### config.mk
export PLATFORM = sky130hd
export DESIGN_NAME = cmpx_ctrl_top
export DESIGN_NICKNAME = d
export VERILOG_FILES = /design/src/hw/cmpx_pkg.sv /design/src/hw/cmpx_edge_if.sv /design/src/hw/cmpx_ctrl_top.sv /design/src/hw/cmpx_edge_det.sv
export SDC_FILE = /design/constraint.sdc
export NUM_CORES = 1
export LEC_CHECK = 0
export BUFFER_PORTS_ARGS = -buffer_cell sky130_fd_sc_hd__buf_2
export CORE_MARGIN = 4
export CORE_UTILIZATION = 45
export CTS_CLUSTER_DIAMETER = 80
export DETAILED_ROUTE_END_ITERATION = 12
export HOLD_SLACK_MARGIN = 0.08
export PLACE_DENSITY = 0.82
export REMOVE_ABC_BUFFERS = 1
export SYNTH_ARGS = -nofsm -noshare
export SYNTH_HDL_FRONTEND = slang
export SYNTH_SLANG_ARGS = --single-unit
### constraint.sdc
create_clock -name aclk -period 2 [get_ports aclk]
set_input_delay 0.2 -clock aclk [delete_from_list [all_inputs] [get_ports aclk]]
set_output_delay 0.2 -clock aclk [all_outputs]
set_load 0.02 [all_outputs]
### src/hw/cmpx_pkg.sv
// constants, register map and decode helpers for the comparator input/edge control block
package cmpx_pkg;

    // ------------------------------------------------------------
    // register byte offsets on the control bus
    // ------------------------------------------------------------
    localparam logic [7:0] REG_CTRL_OFS = 8'h00;  // comparator_input_select_ctrl
    localparam logic [7:0] REG_STAT_OFS = 8'h04;  // sticky event status, read clears
    localparam logic [7:0] REG_MASK_OFS = 8'h08;  // interrupt mask, same layout as status
    localparam logic [7:0] REG_RSLT_OFS = 8'h0C;  // live comparator result bit

    // ------------------------------------------------------------
    // control register layout
    // ------------------------------------------------------------
    localparam int CTRL_W = 8;
    localparam int RISE_EN_BIT = 7;
    localparam int FALL_EN_BIT = 6;
    localparam int POS_SEL_LSB = 4;
    localparam int POS_SEL_W = 2;
    localparam int NEG_SEL_LSB = 0;
    localparam int NEG_SEL_W = 3;
    localparam logic [7:0] CTRL_RST = 8'h00;
    localparam logic [7:0] CTRL_WMASK = 8'hF7;  // bit 3 unimplemented, reads zero

    // ------------------------------------------------------------
    // status / mask layout
    // ------------------------------------------------------------
    localparam int STAT_W = 1;
    localparam int FLAG_BIT = 0;
    localparam logic [0:0] STAT_RST = 1'h0;

    // ------------------------------------------------------------
    // input routing codes and one-hot route vectors
    // ------------------------------------------------------------
    localparam int POS_ROUTES = 4;  // pin, dac, fixed ref, ground
    localparam int NEG_ROUTES = 3;  // pin zero, pin one, fixed ref
    localparam logic [2:0] NEG_PIN_ZERO = 3'h0;
    localparam logic [2:0] NEG_PIN_ONE = 3'h1;
    localparam logic [2:0] NEG_FIXED_REF = 3'h4;
    localparam int NEG_RT_PIN0 = 0;
    localparam int NEG_RT_PIN1 = 1;
    localparam int NEG_RT_FVR = 2;

    // ------------------------------------------------------------
    // bus answers
    // ------------------------------------------------------------
    localparam logic [1:0] RESP_OKAY = 2'h0;
    localparam logic [1:0] RESP_SLVERR = 2'h2;

    typedef enum logic [2:0] {
        CMPX_R_CTRL,
        CMPX_R_STAT,
        CMPX_R_MASK,
        CMPX_R_RSLT,
        CMPX_R_NONE
    } cmpx_reg_e;

    // exact decode of a byte address, shared by read and write paths
    function automatic cmpx_reg_e cmpx_decode(input logic [7:0] addr);
        cmpx_reg_e r;
        r = CMPX_R_NONE;
        if (addr == REG_CTRL_OFS) r = CMPX_R_CTRL;
        if (addr == REG_STAT_OFS) r = CMPX_R_STAT;
        if (addr == REG_MASK_OFS) r = CMPX_R_MASK;
        if (addr == REG_RSLT_OFS) r = CMPX_R_RSLT;
        return r;
    endfunction

    // one-hot positive routing: code n closes switch n
    function automatic logic [3:0] cmpx_pos_route(input logic [1:0] code);
        return 4'h1 << code;
    endfunction

    // one-hot negative routing; reserved codes close no switch
    function automatic logic [2:0] cmpx_neg_route(input logic [2:0] code);
        logic [2:0] r;
        r = 3'h0;
        if (code == NEG_PIN_ZERO) r[NEG_RT_PIN0] = 1'b1;
        if (code == NEG_PIN_ONE) r[NEG_RT_PIN1] = 1'b1;
        if (code == NEG_FIXED_REF) r[NEG_RT_FVR] = 1'b1;
        return r;
    endfunction

endpackage

### src/hw/cmpx_edge_if.sv
// carrier between the control top and the result edge detector
`timescale 1ns/100ps
`default_nettype none
interface cmpx_edge_if;
    logic level;     // comparator result bit
    logic rise_en;   // rising edge enable
    logic fall_en;   // falling edge enable
    logic rise_evt;  // qualified rising edge, one cycle
    logic fall_evt;  // qualified falling edge, one cycle
    modport det (input level, input rise_en, input fall_en, output rise_evt, output fall_evt);
    modport ctl (output level, output rise_en, output fall_en, input rise_evt, input fall_evt);
endinterface
`default_nettype wire

### src/hw/cmpx_ctrl_top.sv
// comparator input select and edge interrupt control with an axi4-lite register slave
//
// Notes on behaviour
// falling enable set: falling result sets flag
// falling enable clear: falling result ignored
// positive select: pin, dac, fixed ref, ground
// negative select field sits in bits 2-0
// negative code 100 picks fixed ref; others reserved (the code also routes 000 to pin zero and 001 to pin one)
// rising enable gates flag on rising result
//
// The implementer's own choices: the AXI4-Lite register port and the register offsets.
`timescale 1ns/100ps
`default_nettype none
module cmpx_ctrl_top #(
    parameter int ADDR_W = 8
) (
    // clock and reset
    input wire logic aclk,
    input wire logic aresetn,
    // axi4-lite write address
    input wire logic [ADDR_W-1:0] s_axi_awaddr,
    input wire logic s_axi_awvalid,
    output logic s_axi_awready,
    // axi4-lite write data
    input wire logic [31:0] s_axi_wdata,
    input wire logic [3:0] s_axi_wstrb,
    input wire logic s_axi_wvalid,
    output logic s_axi_wready,
    // axi4-lite write response
    output logic [1:0] s_axi_bresp,
    output logic s_axi_bvalid,
    input wire logic s_axi_bready,
    // axi4-lite read address
    input wire logic [ADDR_W-1:0] s_axi_araddr,
    input wire logic s_axi_arvalid,
    output logic s_axi_arready,
    // axi4-lite read data
    output logic [31:0] s_axi_rdata,
    output logic [1:0] s_axi_rresp,
    output logic s_axi_rvalid,
    input wire logic s_axi_rready,
    // comparator side
    input wire logic cmp_result_bit,
    output logic [1:0] pos_input_sel,
    output logic [2:0] neg_input_sel,
    output logic [3:0] pos_route,
    output logic [2:0] neg_route,
    output logic neg_sel_reserved,
    // interrupt
    output logic irq
);

    // ------------------------------------------------------------
    // state
    // ------------------------------------------------------------
    logic [7:0] ctrl_ff, nxt_ctrl;      // comparator_input_select_ctrl
    logic [0:0] stat_ff, nxt_stat;      // sticky flag, read clears
    logic [0:0] mask_ff, nxt_mask;      // interrupt mask
    logic irq_ff, nxt_irq;              // interrupt level
    logic [3:0] pos_rt_ff, nxt_pos_rt;  // positive route switches
    logic [2:0] neg_rt_ff, nxt_neg_rt;  // negative route switches
    logic neg_rsv_ff, nxt_neg_rsv;      // reserved negative code held
    // write channel holding
    logic aw_held_ff, nxt_aw_held;
    logic [7:0] aw_addr_ff, nxt_aw_addr;
    logic w_held_ff, nxt_w_held;
    logic [31:0] w_data_ff, nxt_w_data;
    logic [3:0] w_strb_ff, nxt_w_strb;
    logic bvalid_ff, nxt_bvalid;
    logic [1:0] bresp_ff, nxt_bresp;
    logic awready_ff, nxt_awready;  // write address slot free
    logic wready_ff, nxt_wready;    // write data slot free
    // read channel
    logic rvalid_ff, nxt_rvalid;
    logic [31:0] rdata_ff, nxt_rdata;
    logic [1:0] rresp_ff, nxt_rresp;
    logic arready_ff, nxt_arready;  // read slot free

    logic aw_take, w_take, ar_take, wr_commit;
    cmpx_pkg::cmpx_reg_e wr_reg, rd_reg;
    logic [0:0] evt_set;  // hardware events this cycle

    // ------------------------------------------------------------
    // edge detector
    // ------------------------------------------------------------
    cmpx_edge_if eif();

    assign eif.level = cmp_result_bit;
    assign eif.rise_en = ctrl_ff[cmpx_pkg::RISE_EN_BIT];
    assign eif.fall_en = ctrl_ff[cmpx_pkg::FALL_EN_BIT];

    cmpx_edge_det cmpx_edge_det_inst (
        .aclk(aclk),
        .aresetn(aresetn),
        .eif(eif)
    );

    // ------------------------------------------------------------
    // handshake terms
    // ------------------------------------------------------------
    // one write at a time: address and data stop being taken until the answer leaves
    assign aw_take = s_axi_awvalid && !aw_held_ff && !bvalid_ff;
    assign w_take = s_axi_wvalid && !w_held_ff && !bvalid_ff;
    assign wr_commit = aw_held_ff && w_held_ff && !bvalid_ff;
    assign ar_take = s_axi_arvalid && !rvalid_ff;
    assign wr_reg = cmpx_pkg::cmpx_decode(aw_addr_ff);
    assign rd_reg = cmpx_pkg::cmpx_decode(8'(s_axi_araddr));
    assign evt_set[cmpx_pkg::FLAG_BIT] = eif.rise_evt || eif.fall_evt;

    // ------------------------------------------------------------
    // write path: capture address and data in either order, then commit
    // ------------------------------------------------------------
    always_comb begin
        nxt_aw_held = aw_held_ff;
        nxt_aw_addr = aw_addr_ff;
        nxt_w_held = w_held_ff;
        nxt_w_data = w_data_ff;
        nxt_w_strb = w_strb_ff;
        nxt_bvalid = bvalid_ff;
        nxt_bresp = bresp_ff;
        if (aw_take) begin
            nxt_aw_held = 1'b1;
            nxt_aw_addr = 8'(s_axi_awaddr);
        end
        if (w_take) begin
            nxt_w_held = 1'b1;
            nxt_w_data = s_axi_wdata;
            nxt_w_strb = s_axi_wstrb;
        end
        if (wr_commit) begin
            nxt_aw_held = 1'b0;
            nxt_w_held = 1'b0;
            nxt_bvalid = 1'b1;
            // status and result are read-only; writes to them are accepted and dropped
            nxt_bresp = (wr_reg == cmpx_pkg::CMPX_R_NONE) ? cmpx_pkg::RESP_SLVERR
                                                          : cmpx_pkg::RESP_OKAY;
        end else if (bvalid_ff && s_axi_bready) begin
            nxt_bvalid = 1'b0;
        end
        // readies are registered so the bus outputs come straight from flops
        nxt_awready = !nxt_aw_held && !nxt_bvalid;
        nxt_wready = !nxt_w_held && !nxt_bvalid;
    end

    always_ff @(posedge aclk) begin
        if (!aresetn) begin
            aw_held_ff <= 1'b0;
            aw_addr_ff <= 8'h00;
            w_held_ff <= 1'b0;
            w_data_ff <= 32'h00000000;
            w_strb_ff <= 4'h0;
            bvalid_ff <= 1'b0;
            bresp_ff <= cmpx_pkg::RESP_OKAY;
            awready_ff <= 1'b1;
            wready_ff <= 1'b1;
        end else begin
            aw_held_ff <= nxt_aw_held;
            aw_addr_ff <= nxt_aw_addr;
            w_held_ff <= nxt_w_held;
            w_data_ff <= nxt_w_data;
            w_strb_ff <= nxt_w_strb;
            bvalid_ff <= nxt_bvalid;
            bresp_ff <= nxt_bresp;
            awready_ff <= nxt_awready;
            wready_ff <= nxt_wready;
        end
    end

    // ------------------------------------------------------------
    // registers, routing and interrupt
    // ------------------------------------------------------------
    always_comb begin
        nxt_ctrl = ctrl_ff;
        nxt_mask = mask_ff;
        // only byte lane 0 carries register bits
        if (wr_commit && w_strb_ff[0]) begin
            if (wr_reg == cmpx_pkg::CMPX_R_CTRL) begin
                // select fields land at their bit positions; bit 3 stays zero
                nxt_ctrl = w_data_ff[7:0] & cmpx_pkg::CTRL_WMASK;
            end
            if (wr_reg == cmpx_pkg::CMPX_R_MASK) begin
                nxt_mask = w_data_ff[cmpx_pkg::STAT_W-1:0];
            end
        end
        // a read of status clears it, but an event in that same cycle survives
        nxt_stat = stat_ff;
        if (ar_take && rd_reg == cmpx_pkg::CMPX_R_STAT) begin
            nxt_stat = '0;
        end
        nxt_stat = nxt_stat | evt_set;
        // routes follow the stored code one cycle later
        nxt_pos_rt = cmpx_pkg::cmpx_pos_route(
            ctrl_ff[cmpx_pkg::POS_SEL_LSB +: cmpx_pkg::POS_SEL_W]);
        nxt_neg_rt = cmpx_pkg::cmpx_neg_route(
            ctrl_ff[cmpx_pkg::NEG_SEL_LSB +: cmpx_pkg::NEG_SEL_W]);
        nxt_neg_rsv = (nxt_neg_rt == 3'h0);
        // interrupt tracks the next flag so it rises with the flag itself
        nxt_irq = |(nxt_stat & nxt_mask);
    end

    always_ff @(posedge aclk) begin
        if (!aresetn) begin
            ctrl_ff <= cmpx_pkg::CTRL_RST;
            stat_ff <= cmpx_pkg::STAT_RST;
            mask_ff <= cmpx_pkg::STAT_RST;
            irq_ff <= 1'b0;
            pos_rt_ff <= 4'h1;
            neg_rt_ff <= 3'h1;
            neg_rsv_ff <= 1'b0;
        end else begin
            ctrl_ff <= nxt_ctrl;
            stat_ff <= nxt_stat;
            mask_ff <= nxt_mask;
            irq_ff <= nxt_irq;
            pos_rt_ff <= nxt_pos_rt;
            neg_rt_ff <= nxt_neg_rt;
            neg_rsv_ff <= nxt_neg_rsv;
        end
    end

    // ------------------------------------------------------------
    // read path: data captured at the address handshake
    // ------------------------------------------------------------
    always_comb begin
        nxt_rvalid = rvalid_ff;
        nxt_rdata = rdata_ff;
        nxt_rresp = rresp_ff;
        if (ar_take) begin
            nxt_rvalid = 1'b1;
            nxt_rresp = cmpx_pkg::RESP_OKAY;
            unique case (rd_reg)
                cmpx_pkg::CMPX_R_CTRL: nxt_rdata = {24'h000000, ctrl_ff};
                cmpx_pkg::CMPX_R_STAT: nxt_rdata = {31'h00000000, stat_ff};
                cmpx_pkg::CMPX_R_MASK: nxt_rdata = {31'h00000000, mask_ff};
                cmpx_pkg::CMPX_R_RSLT: nxt_rdata = {31'h00000000, cmp_result_bit};
                cmpx_pkg::CMPX_R_NONE: begin
                    nxt_rdata = 32'h00000000;
                    nxt_rresp = cmpx_pkg::RESP_SLVERR;
                end
            endcase
        end else if (rvalid_ff && s_axi_rready) begin
            nxt_rvalid = 1'b0;
        end
        nxt_arready = !nxt_rvalid;
    end

    always_ff @(posedge aclk) begin
        if (!aresetn) begin
            rvalid_ff <= 1'b0;
            rdata_ff <= 32'h00000000;
            rresp_ff <= cmpx_pkg::RESP_OKAY;
            arready_ff <= 1'b1;
        end else begin
            rvalid_ff <= nxt_rvalid;
            rdata_ff <= nxt_rdata;
            rresp_ff <= nxt_rresp;
            arready_ff <= nxt_arready;
        end
    end

    // ------------------------------------------------------------
    // outputs, all from flip-flops
    // ------------------------------------------------------------
    assign s_axi_awready = awready_ff;
    assign s_axi_wready = wready_ff;
    assign s_axi_bvalid = bvalid_ff;
    assign s_axi_bresp = bresp_ff;
    assign s_axi_arready = arready_ff;
    assign s_axi_rvalid = rvalid_ff;
    assign s_axi_rdata = rdata_ff;
    assign s_axi_rresp = rresp_ff;
    assign pos_input_sel = ctrl_ff[cmpx_pkg::POS_SEL_LSB +: cmpx_pkg::POS_SEL_W];
    assign neg_input_sel = ctrl_ff[cmpx_pkg::NEG_SEL_LSB +: cmpx_pkg::NEG_SEL_W];
    assign pos_route = pos_rt_ff;
    assign neg_route = neg_rt_ff;
    assign neg_sel_reserved = neg_rsv_ff;
    assign irq = irq_ff;
endmodule
`default_nettype wire

### src/hw/cmpx_edge_det.sv
// edge detector on the comparator result bit with per-direction enables
`timescale 1ns/100ps
`default_nettype none
module cmpx_edge_det (
    // clock and reset
    input wire logic aclk,
    input wire logic aresetn,
    // detector side of the carrier
    cmpx_edge_if.det eif
);

    logic prev_ff;    // result bit one cycle ago
    logic primed_ff;  // a first sample has been taken
    logic nxt_prev;
    logic nxt_primed;

    // ------------------------------------------------------------
    // history: the first sample after reset only primes, so a result
    // already high at reset does not look like a rising edge
    // ------------------------------------------------------------
    always_comb begin
        nxt_prev = eif.level;
        nxt_primed = 1'b1;
    end

    always_ff @(posedge aclk) begin
        if (!aresetn) begin
            prev_ff <= 1'b0;
            primed_ff <= 1'b0;
        end else begin
            prev_ff <= nxt_prev;
            primed_ff <= nxt_primed;
        end
    end

    // edges are gated by their enables here
    assign eif.rise_evt = primed_ff && eif.level && !prev_ff && eif.rise_en;
    assign eif.fall_evt = primed_ff && !eif.level && prev_ff && eif.fall_en;

endmodule
`default_nettype wire

; After elaboration in Yosys (flattened, before gate mapping)
; Cells that the tools add are included.
[totals]
register_bits = 80
in_bits = 60
wordCells = 102
[classes]
n_eq_ne = 14
bitwise = 2
n_shift = 1
n_mux = 26
n_reduce_logical = 37
[op_table]
columns = op, n
row1 = 32-bit one-hot mux with 5 select lines, 1
row2 = 8-bit by 4-bit equality test with 1-bit output (second input constant), 4
row3 = 3-bit 2-to-1 mux, 8
row4 = 1-bit logical AND, 19
row5 = 8-bit by 3-bit equality test with 1-bit output (second input constant), 2
row6 = 8-bit logical NOT, 2
row7 = 1-bit 2-to-1 mux, 15
row8 = 3-bit logical NOT, 4
row9 = 1-bit logical NOT, 10
row10 = 3-bit by 2-bit equality test with 1-bit output (second input constant), 3
row11 = 3-bit equality test (second input constant), 3
row12 = 3-bit by 1-bit equality test with 1-bit output (second input constant), 2
row13 = 2-bit 2-to-1 mux, 2
row14 = 1-bit by 2-bit left shift with 4-bit output (first input constant), 1
row15 = 2-bit AND reduction, 1
row16 = 1-bit AND, 1
row17 = 1-bit logical OR, 1
row18 = 1-bit bitwise OR, 1

; Longest topological paths before layout
; Gate-level depths: netlist of run 1.
[logic_depth]
word_depth = 10
mapped_depth = 5
mapped_depth_nobuf = 4

; Modules after synthesis
; Synthesis of run 1 repeated with hierarchy kept, for this count alone.
[unflattened]
hier_cells = 206
hier_area_um2 = 2204.6
[by_module_without_submodules]
columns = module, cells_each, n_inst, seq_area_each_um2, area_each_um2
row1 = cmpx_ctrl_top, 201, 1, 1001.0, 2137.0
row2 = cmpx_edge_det, 5, 1, 40.0, 67.6

; Least setup slack after synthesis of run 1
; Ideal clock, no wire load.
[synth_path]
path_type = flip-flop to flip-flop
from = register bvalid_ff (netlist: s_axi_bvalid)
to = register ctrl_ff[0]
required_time_ns = 1.883
synth_period_minus_slack_ns = 1.422
arrival_ns = 1.305
path_stages_with_launch = 6
setup_time_ns = 0.117
path_slack_ns = 0.578
cell_sequence = dfxtp_1 -> and3b_1 -> clkbuf_1 -> nand4_2 -> mux2i_1 -> nor2b_1
[synth_via]
elab_chain_len = 4
[synth_lines]
columns = element, line
row1 = "start, declared", cmpx_ctrl_top.sv:69  ; logic bvalid_ff, nxt_bvalid;
row2 = "start signal, assigned", cmpx_ctrl_top.sv:162  ; bvalid_ff <= nxt_bvalid;
row3 = 1-bit logical NOT, cmpx_ctrl_top.sv:104  ; assign wr_commit = aw_held_ff && w_held_ff && !bvalid_ff;
row4 = 1-bit logical AND, cmpx_ctrl_top.sv:104
row5 = 1-bit logical AND, cmpx_ctrl_top.sv:176  ; if (wr_commit && w_strb_ff[0]) begin
row6 = 2-bit AND reduction (no source line), n/a
row7 = "end signal, assigned", cmpx_ctrl_top.sv:203  ; ctrl_ff <= cmpx_pkg::CTRL_RST;
row8 = "end signal, assigned", cmpx_ctrl_top.sv:211  ; ctrl_ff <= nxt_ctrl;
row9 = "end, declared", cmpx_ctrl_top.sv:56  ; logic [7:0] ctrl_ff, nxt_ctrl;
; No other way between the ends.
; A chain may end at the register's enable or synchronous reset.

; Final worst setup path of run 1
[layout_path]
from = register rvalid_ff (netlist: s_axi_rvalid)
to = register rdata_ff[6] (netlist: s_axi_rdata[6])
[layout_via]
elab_chain_len = 2
[layout_lines]
columns = element, line
row1 = "start, declared", cmpx_ctrl_top.sv:74  ; logic rvalid_ff, nxt_rvalid;
row2 = "start signal, assigned", cmpx_ctrl_top.sv:254  ; rvalid_ff <= nxt_rvalid;
row3 = 1-bit logical NOT, cmpx_ctrl_top.sv:105  ; assign ar_take = s_axi_arvalid && !rvalid_ff;
row4 = 1-bit logical AND, cmpx_ctrl_top.sv:105
row5 = "end signal, assigned", cmpx_ctrl_top.sv:255  ; rdata_ff <= nxt_rdata;
row6 = "end, declared", cmpx_ctrl_top.sv:75  ; logic [31:0] rdata_ff, nxt_rdata;
; No other way between the ends.

==> summary.md, run 1 <==
| Metric | Value |
|---|---|
| Status | finished, final reports clean |
| Post-CTS setup buffer count | 0 |
| Reg2Reg Capture Point | s_axi_rdata[6] |
| Die H | 77.1 um |
| CP startpoint | s_axi_rvalid |
| Synth Area in Compound Gates | 5.30% |
| Mapped Cells | 202 |
| Synth Area per Inst | 10.6 um^2 |
| Initial antenna violation count | 0 |
| Initial Util | 48.0% |
| Largest family of logic cells by synthesized area | simple AND/OR/NAND/NOR gates |
| Mapped Area | 2150 um^2 |
| Worst-path cell chain | nor4b_1, nor4b_4, a22oi_1, nor2b_1 |
| Final period utilization | 80.0% |
| Maximum vdd drop | 382 uV |
| Post-CTS Resized | 0 |
| CTS H-tree lvls | 2 |
| Vias in the first global route | 1403 |
| CP required | 2.24 ns |
| Setup-failing EPs final | 0 |
| HP Class | in -> reg |
| Setup CP Type | reg -> reg |
| Seq/Total Area, Yosys | 48.5% |
| CP Max Fanout | 6 |
| First-pass GRT wire length | 6490 um |
| CP endpoint kind | flip-flop |
| Worst r2r src | s_axi_rvalid |
| Num rows | 24 |
| Post-synth EDFFs | 0 |
| DRT iter0 DRCs | 35 |
| Primary FF master, synth | dfxtp_1 |
| Post-DP HPWL | 2960 um |
| Later-pin clock latency in the skew report | 0.30 ns |
| FF+latch count, synth | 52 |
| Final WL | 3930 um |
| Mux contribution to synthesized area | 12.2% |
| Clock sink count | 52 |
| Number of max-cap violations | 0 |
| Setup TNS | 0 ns |
| Die area | 5940 um^2 |
| Slew @ Worst Pin | 0.516 ns |
| Nets@finish | 321 |
| Endpoints failing hold | 0 |
| Synth async-reset ratio | 0% |
| IO buf count | 59 |
| WL per Instance | 12.5 um |
| Period minus WS final | 1.60 ns |
| Clk buf depth | 2 |
| Die X | 77.1 um |
| Via count | 1490 |
| Final Core Density | 55.2% |
| Crit path DAT | 1.84 ns |
| Drt pass-1 iters | 4 |
| Reg-to-reg setup timing slack | 0.40 ns |
| Syn. warnings | 0 |
| Gr usage total | 13.7% |
| Vias/cell | 4.75 |
| Slew margin rel. | 65.6% |
| Critical path launch point type | flip-flop |
| Gpl congestion | 0.716 |
| Fmax | 625 MHz |
| Critical Path Max Stage Delay | 0.48 ns |
| Pwr/cell area | 781 nW/um^2 |
| CTS tree | done |
| TritonCTS Buffers | 5 |
| Clock skew | 0.00743 ns |
| Hold Path End | s_axi_arready |
| Area growth, synth to finish | 15.0% |
| # fillers | 424 |
| WHS Path Cells | 2 |
| Clock transition at path regs | 0.09 ns |
| Xor and xnor area share after synthesis | 0% |
| Clk root buf | clkbuf_8 |
| Largest net degree at the start of global routing | 37 |
| RSZ-0062 raised after global routing | no |
| Post-Synth Adder-Cell Area | 0% |
| Hold_buf cts | 0 |
| Layout cell share with drive strength beyond 1 | 29.8% |
| DRC | 0 |
| CP max-delay cell | nor4b_4 |
| Top Ports | 115 |
| Netlist cell types | 36 |
| DRT antenna net count | 0 |
| Dpl ws | 0.389 ns |
| Simple-Gate Fraction of Synth Area | 21.5% |
| Total grt overflow | 0 |
| PnR worst setup slack | 0.400 ns |
| Final Max Slew Viols | 0 |
| Antenna diode count | 0 |
| Hold Startpoint | s_axi_arvalid |
| Leakage | 0.00118 uW |
| Core ar. | 4470 um^2 |
| Reg2Reg Depth | 4 |
-- worst max-delay path, delay by kind of cell, from the launching register on --
family	cells	cell delay, ns
AOI/OAI and AO/OA	1	0.12
DFF	1	0.35
and+or+nand+nor	3	1.07
-- placed cells by master, fill, tap and decap left out, types with 3 or more instances in the layout --
cell type   n
nand2_1     4
nor3b_1     3
a22oi_1     8
clkbuf_8    5
buf_4       3
nor2_1     10
conb_1     27
nor2b_1    34
mux2i_1    24
dfxtp_1    52
o21ai_0     4
buf_2      59
-- layer usage --
metal / wire [um] / vias up / track usage (%)
li1: - / 744 / -
met1: 1590 / 678 / 15.4
met2: 1940 / 57 / 23.2
met3: 297 / 11 / 4.33
met4: 111 / 0 / 7.12
met5: 0 / - / 0
-- kinds of logic after synthesis --
group	after synthesis
simple gates	69
compound gates	17
flops	52
mux	25
buf+inv	38
other cells	1
-- report_power, final --
| part | switching [uW] | internal (uW) | total (uW) |
|---|---|---|---|
| clock | 336 | 248 | 584 |
| combinational | 144 | 98.2 | 242 |
| sequential | 24.5 | 1080 | 1100 |
| total | 505 | 1420 | 1930 |
-- cell usage after synthesis, types with 2 or more instances --
cell type,instances,area [um^2]
and3b_1,2,17.5
buf_2,2,10.0
buf_4,28,210
nor2_1,10,37.5
inv_1,2,7.51
nor2b_1,34,213
nand2_1,4,15.0
a22oi_1,8,60.1
clkbuf_1,4,15.0
nor3b_1,4,30.0
nor4bb_1,2,20.0
dfxtp_1,52,1040
o21ai_0,4,20.0
mux2i_1,24,240
-- flip-flops by register name, summed over array words and instances, names as in the netlist, 3 cells and up --
signal	cells
w_data_ff	7
aw_addr_ff	8
neg_route	3
pos_route	4
s_axi_rdata	7
ctrl_ff	7
-- final cells by class --
| cell class | count | area, um^2 | area share (%) |
|---|---|---|---|
| clock buffers | 5 | 68.8 | 2.79 |
| clock inverters | 3 | 23.8 | 0.963 |
| inverters | 2 | 7.51 | 0.304 |
| multi-input cells | 138 | 946 | 38.3 |
| flip-flops and latches | 52 | 1040 | 42.1 |
| well taps | 52 | 65.1 | 2.63 |
| repair buffers | 62 | 318 | 12.9 |
-- worst max path at each step --
stage / end / cells past startpoint
2_1_floorplan: aw_addr_ff[0] / 3
3_3_place_gp: s_axi_rdata[1] / 5
3_5_place_dp: s_axi_rdata[6] / 5
4_1_cts: s_axi_rdata[6] / 4
5_1_grt: s_axi_rdata[6] / 4
6_report: s_axi_rdata[6] / 4
-- metrics by stage --
stage	instance area, um^2	hold WS (ns)	power [uW]	instances
after floorplan	1990	0.228	1280	192
after global placement	2380	0.449	1360	306
after detailed placement	2380	0.462	1370	306
after CTS	2470	0.140	1950	314
after global routing	2470	0.146	2040	314
final	2470	0.147	1930	314
Power figures use the tool's default switching activity.
==> inputs of run 2 (changes only) <==
ABC_AREA = 1   (was default)
CORE_UTILIZATION = 44   (was 45)
PLACE_DENSITY = 0.81   (was 0.82)
clock period = 1.65 ns   (was 2 ns; I/O delays follow)
==> run 2 against run 1 <==
  * Cell area increased by 2.7%
  * Core utilization is 1.5 points lower
  * Combinational power is 37% higher
  * Hold slack got worse by 0.055 ns
  * Sequential power grew 23%
  * Setup slack improved by 0.098 ns
  * Cell count grew 28%
  * Maximum frequency grew 39%
  * Count of clock-buffer cells in the layout grew 2
  * Largest power group unchanged
==> summary.md, run 2 <==
| Metric | Value |
|---|---|
| CTS tree | done |
| Worst r2r src | aw_addr_ff[7] |
| Psw | 661 uW (+31%) |
| Initial antenna violation count | 0 (unchanged) |
| WL per Instance | 10.7 um (-15%) |
| DRC | 0 (unchanged) |
| Final Max Slew Viols | 0 (unchanged) |
| Dominant cell type by area after synthesis | dfxtp_1 |
| Initial Util | 45.5% (-2.5 points) |
| Clk network pwr share | 35.6% (+5.3 points) |
| Most common cell after layout, fill and taps aside | buf_2 |
| Syn. warnings | 0 (unchanged) |
| Later-pin clock latency in the skew report | 0.30 ns (about the same) |
| Crit path DAT | 1.33 ns (-0.51 ns) |
| Gpl congestion | 0.783 (+9.3%) |
| Clk root buf | clkbuf_8 |
| Drt pass-1 iters | 4 (unchanged) |
| PnR worst setup slack | 0.498 ns (+0.0984 ns) |
| Die X | 77.9 um (+1.1%) |
| Synth async-reset ratio | 0% (unchanged) |
| Share of total power in combinational logic | 12.7% (about the same) |
| Clock sink count | 52 (unchanged) |
| Reg2Reg Depth | 6 (+2) |
| Vias/cell | 4.42 (-6.8%) |
| Seq/Total Area, Yosys | 48.4% (-0.056 points) |
| Status | finished, final reports clean |
| Area growth, synth to finish | 18.0% |
| Post-synth top cells | nor2_1, dfxtp_1, buf_4, inv_1, nand2_1 |
| HP Class | in -> reg |
| Post-synth EDFFs | 0 (unchanged) |
| Setup-failing EPs final | 0 (unchanged) |
| Critical Path Max Stage Delay | 0.33 ns (-0.15 ns) |
| IO buf count | 59 (unchanged) |
| Setup CP Type | reg -> reg |
| Leakage | 0.00122 uW (+3.6%) |
| Number of max-cap violations | 0 (unchanged) |
| DRT antenna net count | 0 (unchanged) |
| Hold_buf cts | 0 (unchanged) |
| Critical path launch point type | flip-flop |
| Delay-heaviest family, CP | simple AND/OR/NAND/NOR gates |
| Worst Path Buf+Inv | 0 (unchanged) |
| Nets@finish | 393 (+22%) |
| Number of flip-flops in the largest register | 8 (unchanged) |
| First-pass GRT wire length | 6940 um (+7.0%) |
| Post-CTS setup buffer count | 0 (unchanged) |
| Layout cell share with drive strength beyond 1 | 24.9% (-4.9 points) |
| Top Ports | 115 (unchanged) |
| Num rows | 25 (+4.2%) |
| Part of the power in registers | 51.7% (-5.5 points) |
| Reg-to-reg setup timing slack | 0.50 ns (+0.10 ns) |
| Endpoints failing hold | 0 (unchanged) |
| Synth Area per Inst | 7.94 um^2 (-25%) |
| Switch share | 25.3% (-0.89 points) |
| Post-DP HPWL | 3360 um (+13%) |
| Total grt overflow | 0 (unchanged) |
| # fillers | 467 (+10%) |
| Pwr/cell area | 1030 nW/um^2 (+32%) |
| Dpl ws | 0.466 ns (+0.0775 ns) |
| Final Core Density | 53.7% (-1.5 points) |
| Vias in the first global route | 1630 (+16%) |
| Most frequent cell after synthesis | nor2_1 |
| Via count | 1774 (+19%) |
| Die H | 77.9 um (+1.1%) |
| Most frequent CP cell | nand2_1 |
| Top post-synthesis cells by area | dfxtp_1, buf_4, nor2_1 |
| Core ar. | 4720 um^2 (+5.6%) |
| Commonest non-fill, non-tap cells in the layout | buf_2, nor2_1, dfxtp_1 |
| Final hold slack | 0.0917 ns (-0.0549 ns) |
| Final period utilization | 69.8% (-10 points) |
| Post-CTS Resized | 0 (unchanged) |
| Post-synth top area share | 48.4% (-0.056 points) |
| CP required | 1.83 ns (-0.41 ns) |
| FF+latch count, synth | 52 (unchanged) |
| RSZ-0062 raised after global routing | no |
| TritonCTS Buffers | 5 (unchanged) |
| Primary FF master, synth | dfxtp_1 |
| Mapped Cells | 271 (+34%) |
| Final Power | 2610 uW (+36%) |
| Clock skew | 0.00675 ns (-0.000679 ns) |
| Gr usage total | 14.2% (+0.50 points) |
| Final WL | 4270 um (+8.6%) |
| Period minus WS final | 1.15 ns (-0.448 ns) |
| Mapped Area | 2150 um^2 (+0.12%) |
| Int Pwr | 1950 uW (+37%) |
| Setup TNS | 0 ns (unchanged) |
| Hold Path End | cmpx_edge_det_inst.prev_ff |
| Die area | 6070 um^2 (+2.1%) |
| Netlist cell types | 23 (-36%) |
| Fmax | 868 MHz (+39%) |
| Antenna diode count | 0 (unchanged) |
| DRT iter0 DRCs | 116 (+230%) |
| CP endpoint kind | flip-flop |
| CP Max Fanout | 8 (+2) |
| Clk buf depth | 2 (unchanged) |
| Clock transition at path regs | 0.09 ns (about the same) |
| Hold Startpoint | cmp_result_bit |
| Largest net degree at the start of global routing | 22 (-41%) |
| Reg with most FFs | aw_addr_ff |
| Maximum vdd drop | 420 uV (+9.9%) |
| Reg2Reg Capture Point | ctrl_ff[1] |
| CTS H-tree lvls | 2 (unchanged) |
| CP max-delay cell | dfxtp_1 |
| Worst-path cell chain | nor2_1, nand2_1, nor2_4, nand2_2, nand2_1, a21oi_1 |
| WHS Path Cells | 3 (+1) |
==> run 2: per-stage QoR <==
step           area (um^2)  instances
2_1_floorplan         2020        265
3_3_place_gp          2410        393
3_5_place_dp          2410        393
4_1_cts               2540        401
5_1_grt               2540        401
6_report              2540        401
==> run 2: layer usage <==
layer | vias up | part of all wire [%] | global-route usage, %
li1 | 935 | - | -
met1 | 763 | 43 | 16.2
met2 | 70 | 47 | 24.7
met3 | 6 | 7.8 | 3.94
met4 | 0 | 1.8 | 6.12
met5 | - | 0 | 0
==> run 2: cells by family (layout without fill, tap and decap cells) <==
group / count (synthesis) / count (layout) / share of synthesized area, %
and+or+nand+nor: 114 / 114 / 24.8
buffers and inverters: 58 / 95 / 15.4
DFF: 52 / 52 / 48.4
AOI/OAI and AO/OA: 46 / 46 / 11.2
other: 1 / 27 / 0.174
==> run 2: power groups by stage <==
stage / Combinational (uW) / Sequential [uW] / Clock [uW]
floorplan: 215 / 1400 / 0
global placement: 326 / 1380 / 0
detailed placement: 334 / 1380 / 0
CTS: 335 / 1350 / 953
global route: 378 / 1360 / 1010
finish: 332 / 1350 / 930
==> run 2: worst max path at each step <==
stage / from / to / slack (ns) / cells past startpoint
finish: aw_addr_ff[7] / ctrl_ff[1] / 0.50 / 6
global route: aw_addr_ff[4] / ctrl_ff[1] / 0.38 / 6
detailed placement: aresetn / s_axi_arready / 0.47 / 5
global placement: aresetn / s_axi_arready / 0.50 / 5
CTS: aw_addr_ff[7] / ctrl_ff[1] / 0.49 / 6
floorplan: s_axi_bvalid / w_data_ff[1] / 0.54 / 5
==> run 2: layout make-up <==
cell class | instances | area, um^2 | area share (%)
repair buffers | 61 | 310 | 12.2
clock buffers | 7 | 96.3 | 3.80
inverters | 26 | 100 | 3.94
clock inverters | 1 | 30.0 | 1.18
flip-flops and latches | 52 | 1040 | 41.0
well taps | 67 | 83.8 | 3.30
multi-input cells | 187 | 876 | 34.5
==> run 2: worst reg2reg max path: stages, from the launching register on <==
cell and delay, ns:
dfxtp_1 0.33, nor2_1 0.10, nand2_1 0.09, nor2_4 0.22, nand2_2 0.15, nand2_1 0.08, a21oi_1 0.06
==> inputs of run 3 (changes only) <==
clock period = 1.2 ns   (was 1.65 ns; I/O delays follow)
==> run 3 against run 2 <==
  * Clock skew is 0.0040 ns lower
  * Largest cell class unchanged
  * Die area unchanged
  * First-iteration DRC count decreased by 32%
  * Power up 26%
  * Register-to-register slack got worse by 0.47 ns
  * Count of clock-buffer cells in the layout decreased by 1
  * Global-route usage is 1.4 points higher
  * Largest power group unchanged
  * Cell area rose by 5.6%
  * Hold slack got worse by 0.0029 ns
  * Combinational power is 55% higher
  * Cell count rose by 2.5%
==> summary.md, run 3 (synthesis results as in run 2) <==
| Metric | Value |
|---|---|
| Maximum vdd drop | 713 uV (+70%) |
| Setup CP Type | reg -> reg |
| Most common cell after layout, fill and taps aside | buf_2 |
| Hold Startpoint | s_axi_awaddr[7] |
| Status | finished, final reports clean |
| Clock skew | 0.00278 ns (-0.00397 ns) |
| Clk network pwr share | 27.7% (-7.9 points) |
| Gpl congestion | 0.775 (-0.95%) |
| Worst r2r src | aw_addr_ff[3] |
| CP endpoint kind | flip-flop |
| CTS tree | done |
| CP required | 1.39 ns (-0.44 ns) |
| Die H | 77.9 um (unchanged) |
| Antenna diode count | 0 (unchanged) |
| Vias in the first global route | 1796 (+10%) |
| Share of total power in combinational logic | 15.6% (+2.9 points) |
| Gr usage total | 15.6% (+1.4 points) |
| Number of max-cap violations | 0 (unchanged) |
| Clk buf depth | 2 (unchanged) |
| Post-DP HPWL | 3290 um (-1.9%) |
| Part of the power in registers | 56.7% (+5.0 points) |
| CTS H-tree lvls | 2 (unchanged) |
| Endpoints failing hold | 0 (unchanged) |
| Vias/cell | 4.48 (+1.2%) |
| Drt pass-1 iters | 4 (unchanged) |
| CP Max Fanout | 8 (unchanged) |
| Die area | 6070 um^2 (unchanged) |
| Switch share | 27.6% (+2.3 points) |
| Die X | 77.9 um (unchanged) |
| Area growth, synth to finish | 24.5% |
| Top Ports | 115 (unchanged) |
| Critical path launch point type | flip-flop |
| Commonest non-fill, non-tap cells in the layout | buf_2, nor2_1, dfxtp_1 |
| Clk root buf | clkbuf_8 |
| Footprint of the multi-input gates | 933 um^2 (+6.6%) |
| Final WL | 4460 um (+4.4%) |
| Nets@finish | 404 (+2.8%) |
| Final period utilization | 97.6% (+28 points) |
| Pwr/cell area | 1230 nW/um^2 (+20%) |
| WL per Instance | 10.9 um (+1.9%) |
| Core ar. | 4720 um^2 (unchanged) |
| DRT iter0 DRCs | 79 (-32%) |
| Period minus WS final | 1.17 ns (+0.0196 ns) |
| Total grt overflow | 0 (unchanged) |
| Initial antenna violation count | 0 (unchanged) |
| Cell Area, Placed | 2420 um^2 (+0.52%) |
| Largest net degree at the start of global routing | 22 (unchanged) |
| TritonCTS Buffers | 5 (unchanged) |
| DRT antenna net count | 0 (unchanged) |
| Reg-to-reg setup timing slack | 0.03 ns (-0.47 ns) |
| Layout cell share with drive strength beyond 1 | 28.5% (+3.6 points) |
| Setup-failing EPs final | 0 (unchanged) |
| Reg with most FFs | aw_addr_ff |
| Non-filler cells, final | 411 (+2.5%) |
| Placed cell count | 393 (unchanged) |
| Design area | 2680 um^2 (+5.6%) |
| Storage element area | 1050 um^2 (+0.72%) |
| Final Max Slew Viols | 0 (unchanged) |
| IO buf count | 59 (unchanged) |
| Initial Util | 45.5% (unchanged) |
| Psw | 911 uW (+38%) |
| HP Class | in -> reg |
| Int Pwr | 2390 uW (+22%) |
| Later-pin clock latency in the skew report | 0.30 ns (about the same) |
| Clock sink count | 52 (unchanged) |
| Via count | 1840 (+3.7%) |
| RSZ-0062 raised after global routing | yes |
| Crit path DAT | 1.37 ns (+0.04 ns) |
| First-pass GRT wire length | 7690 um (+11%) |
| Fmax | 854 MHz (-1.7%) |
| Clock transition at path regs | 0.08 ns (about the same) |
| CP startpoint | aw_addr_ff[3] |
| Num rows | 25 (unchanged) |
| # fillers | 441 (-5.6%) |
| Leakage | 0.00127 uW (+3.8%) |
| Number of flip-flops in the largest register | 8 (unchanged) |
| DRC | 0 (unchanged) |
run 3: cell count changes in the layout (fill, tap and decap cells not counted), sizes merged:
cell         change
bufinv           -1
clkbuf           -1
clkinv           +1
dlygate4sd3     +11
run 3: area by class of cell:
class | instances | share of cell area, %
multi-input combinational | 187 | 34.8
sequential | 52 | 39.1
clock inverter | 1 | 0.187
tap | 67 | 3.13
timing repair buffer | 72 | 16.2
inverter | 26 | 3.83
clock buffer | 6 | 2.71
run 3: power by group through the flow:
stage	clock network, uW	registers (uW)	logic (uW)
2_1_floorplan	0	1920	296
3_3_place_gp	0	1900	454
3_5_place_dp	0	1900	463
4_1_cts	946	1860	492
5_1_grt	1030	1890	584
6_report	914	1870	516
run 3: timing repair:
item,4_1_cts,5_1_grt
hold endpoints to repair,11,0
setup endpoints to repair,0,17
hold buffers,11,0
buffers inserted,0,0
resized for setup,0,23
run 3: worst paths after layout:
path | end | cells past startpoint
setup / recovery | ctrl_ff[1] | 6
hold / removal | aw_addr_ff[7] | 3
setup reg to reg | ctrl_ff[1] | 6
hold reg to reg | s_axi_rdata[7] | 2
run 3: layer usage:
metal  vias up  share of wire, %  global-route usage, %
li1        954                 -                      -
met1       806                42                   17.7
met2        67                47                   27.1
met3        13               7.3                   4.18
met4         0               2.9                   6.82
met5         -                 0                      0
run 3: worst max-delay path: stages (launching register included):
cell	delay, ns
dfxtp_4	0.37
nor2_4	0.10
nand2_2	0.07
nor2_4	0.25
nand2_4	0.13
nand2_2	0.10
a21oi_2	0.06
run 3: stage by stage:
| step | TNS [ns] | total power (uW) | hold slack, ns | util (%) | worst slack, ns |
|---|---|---|---|---|---|
| after global placement | 0 | 2350 | 0.358 | 51.3 | 0.0828 |
| after detailed placement | 0 | 2360 | 0.360 | 51.3 | 0.0642 |
| after global routing | -0.230 | 3500 | 0.0946 | 56.7 | -0.0522 |
| after CTS | 0 | 3300 | 0.0835 | 55.3 | 0.0330 |
| final | 0 | 3300 | 0.0888 | 56.7 | 0.0288 |
| after floorplan | 0 | 2220 | 0.148 | - | 0.0875 |
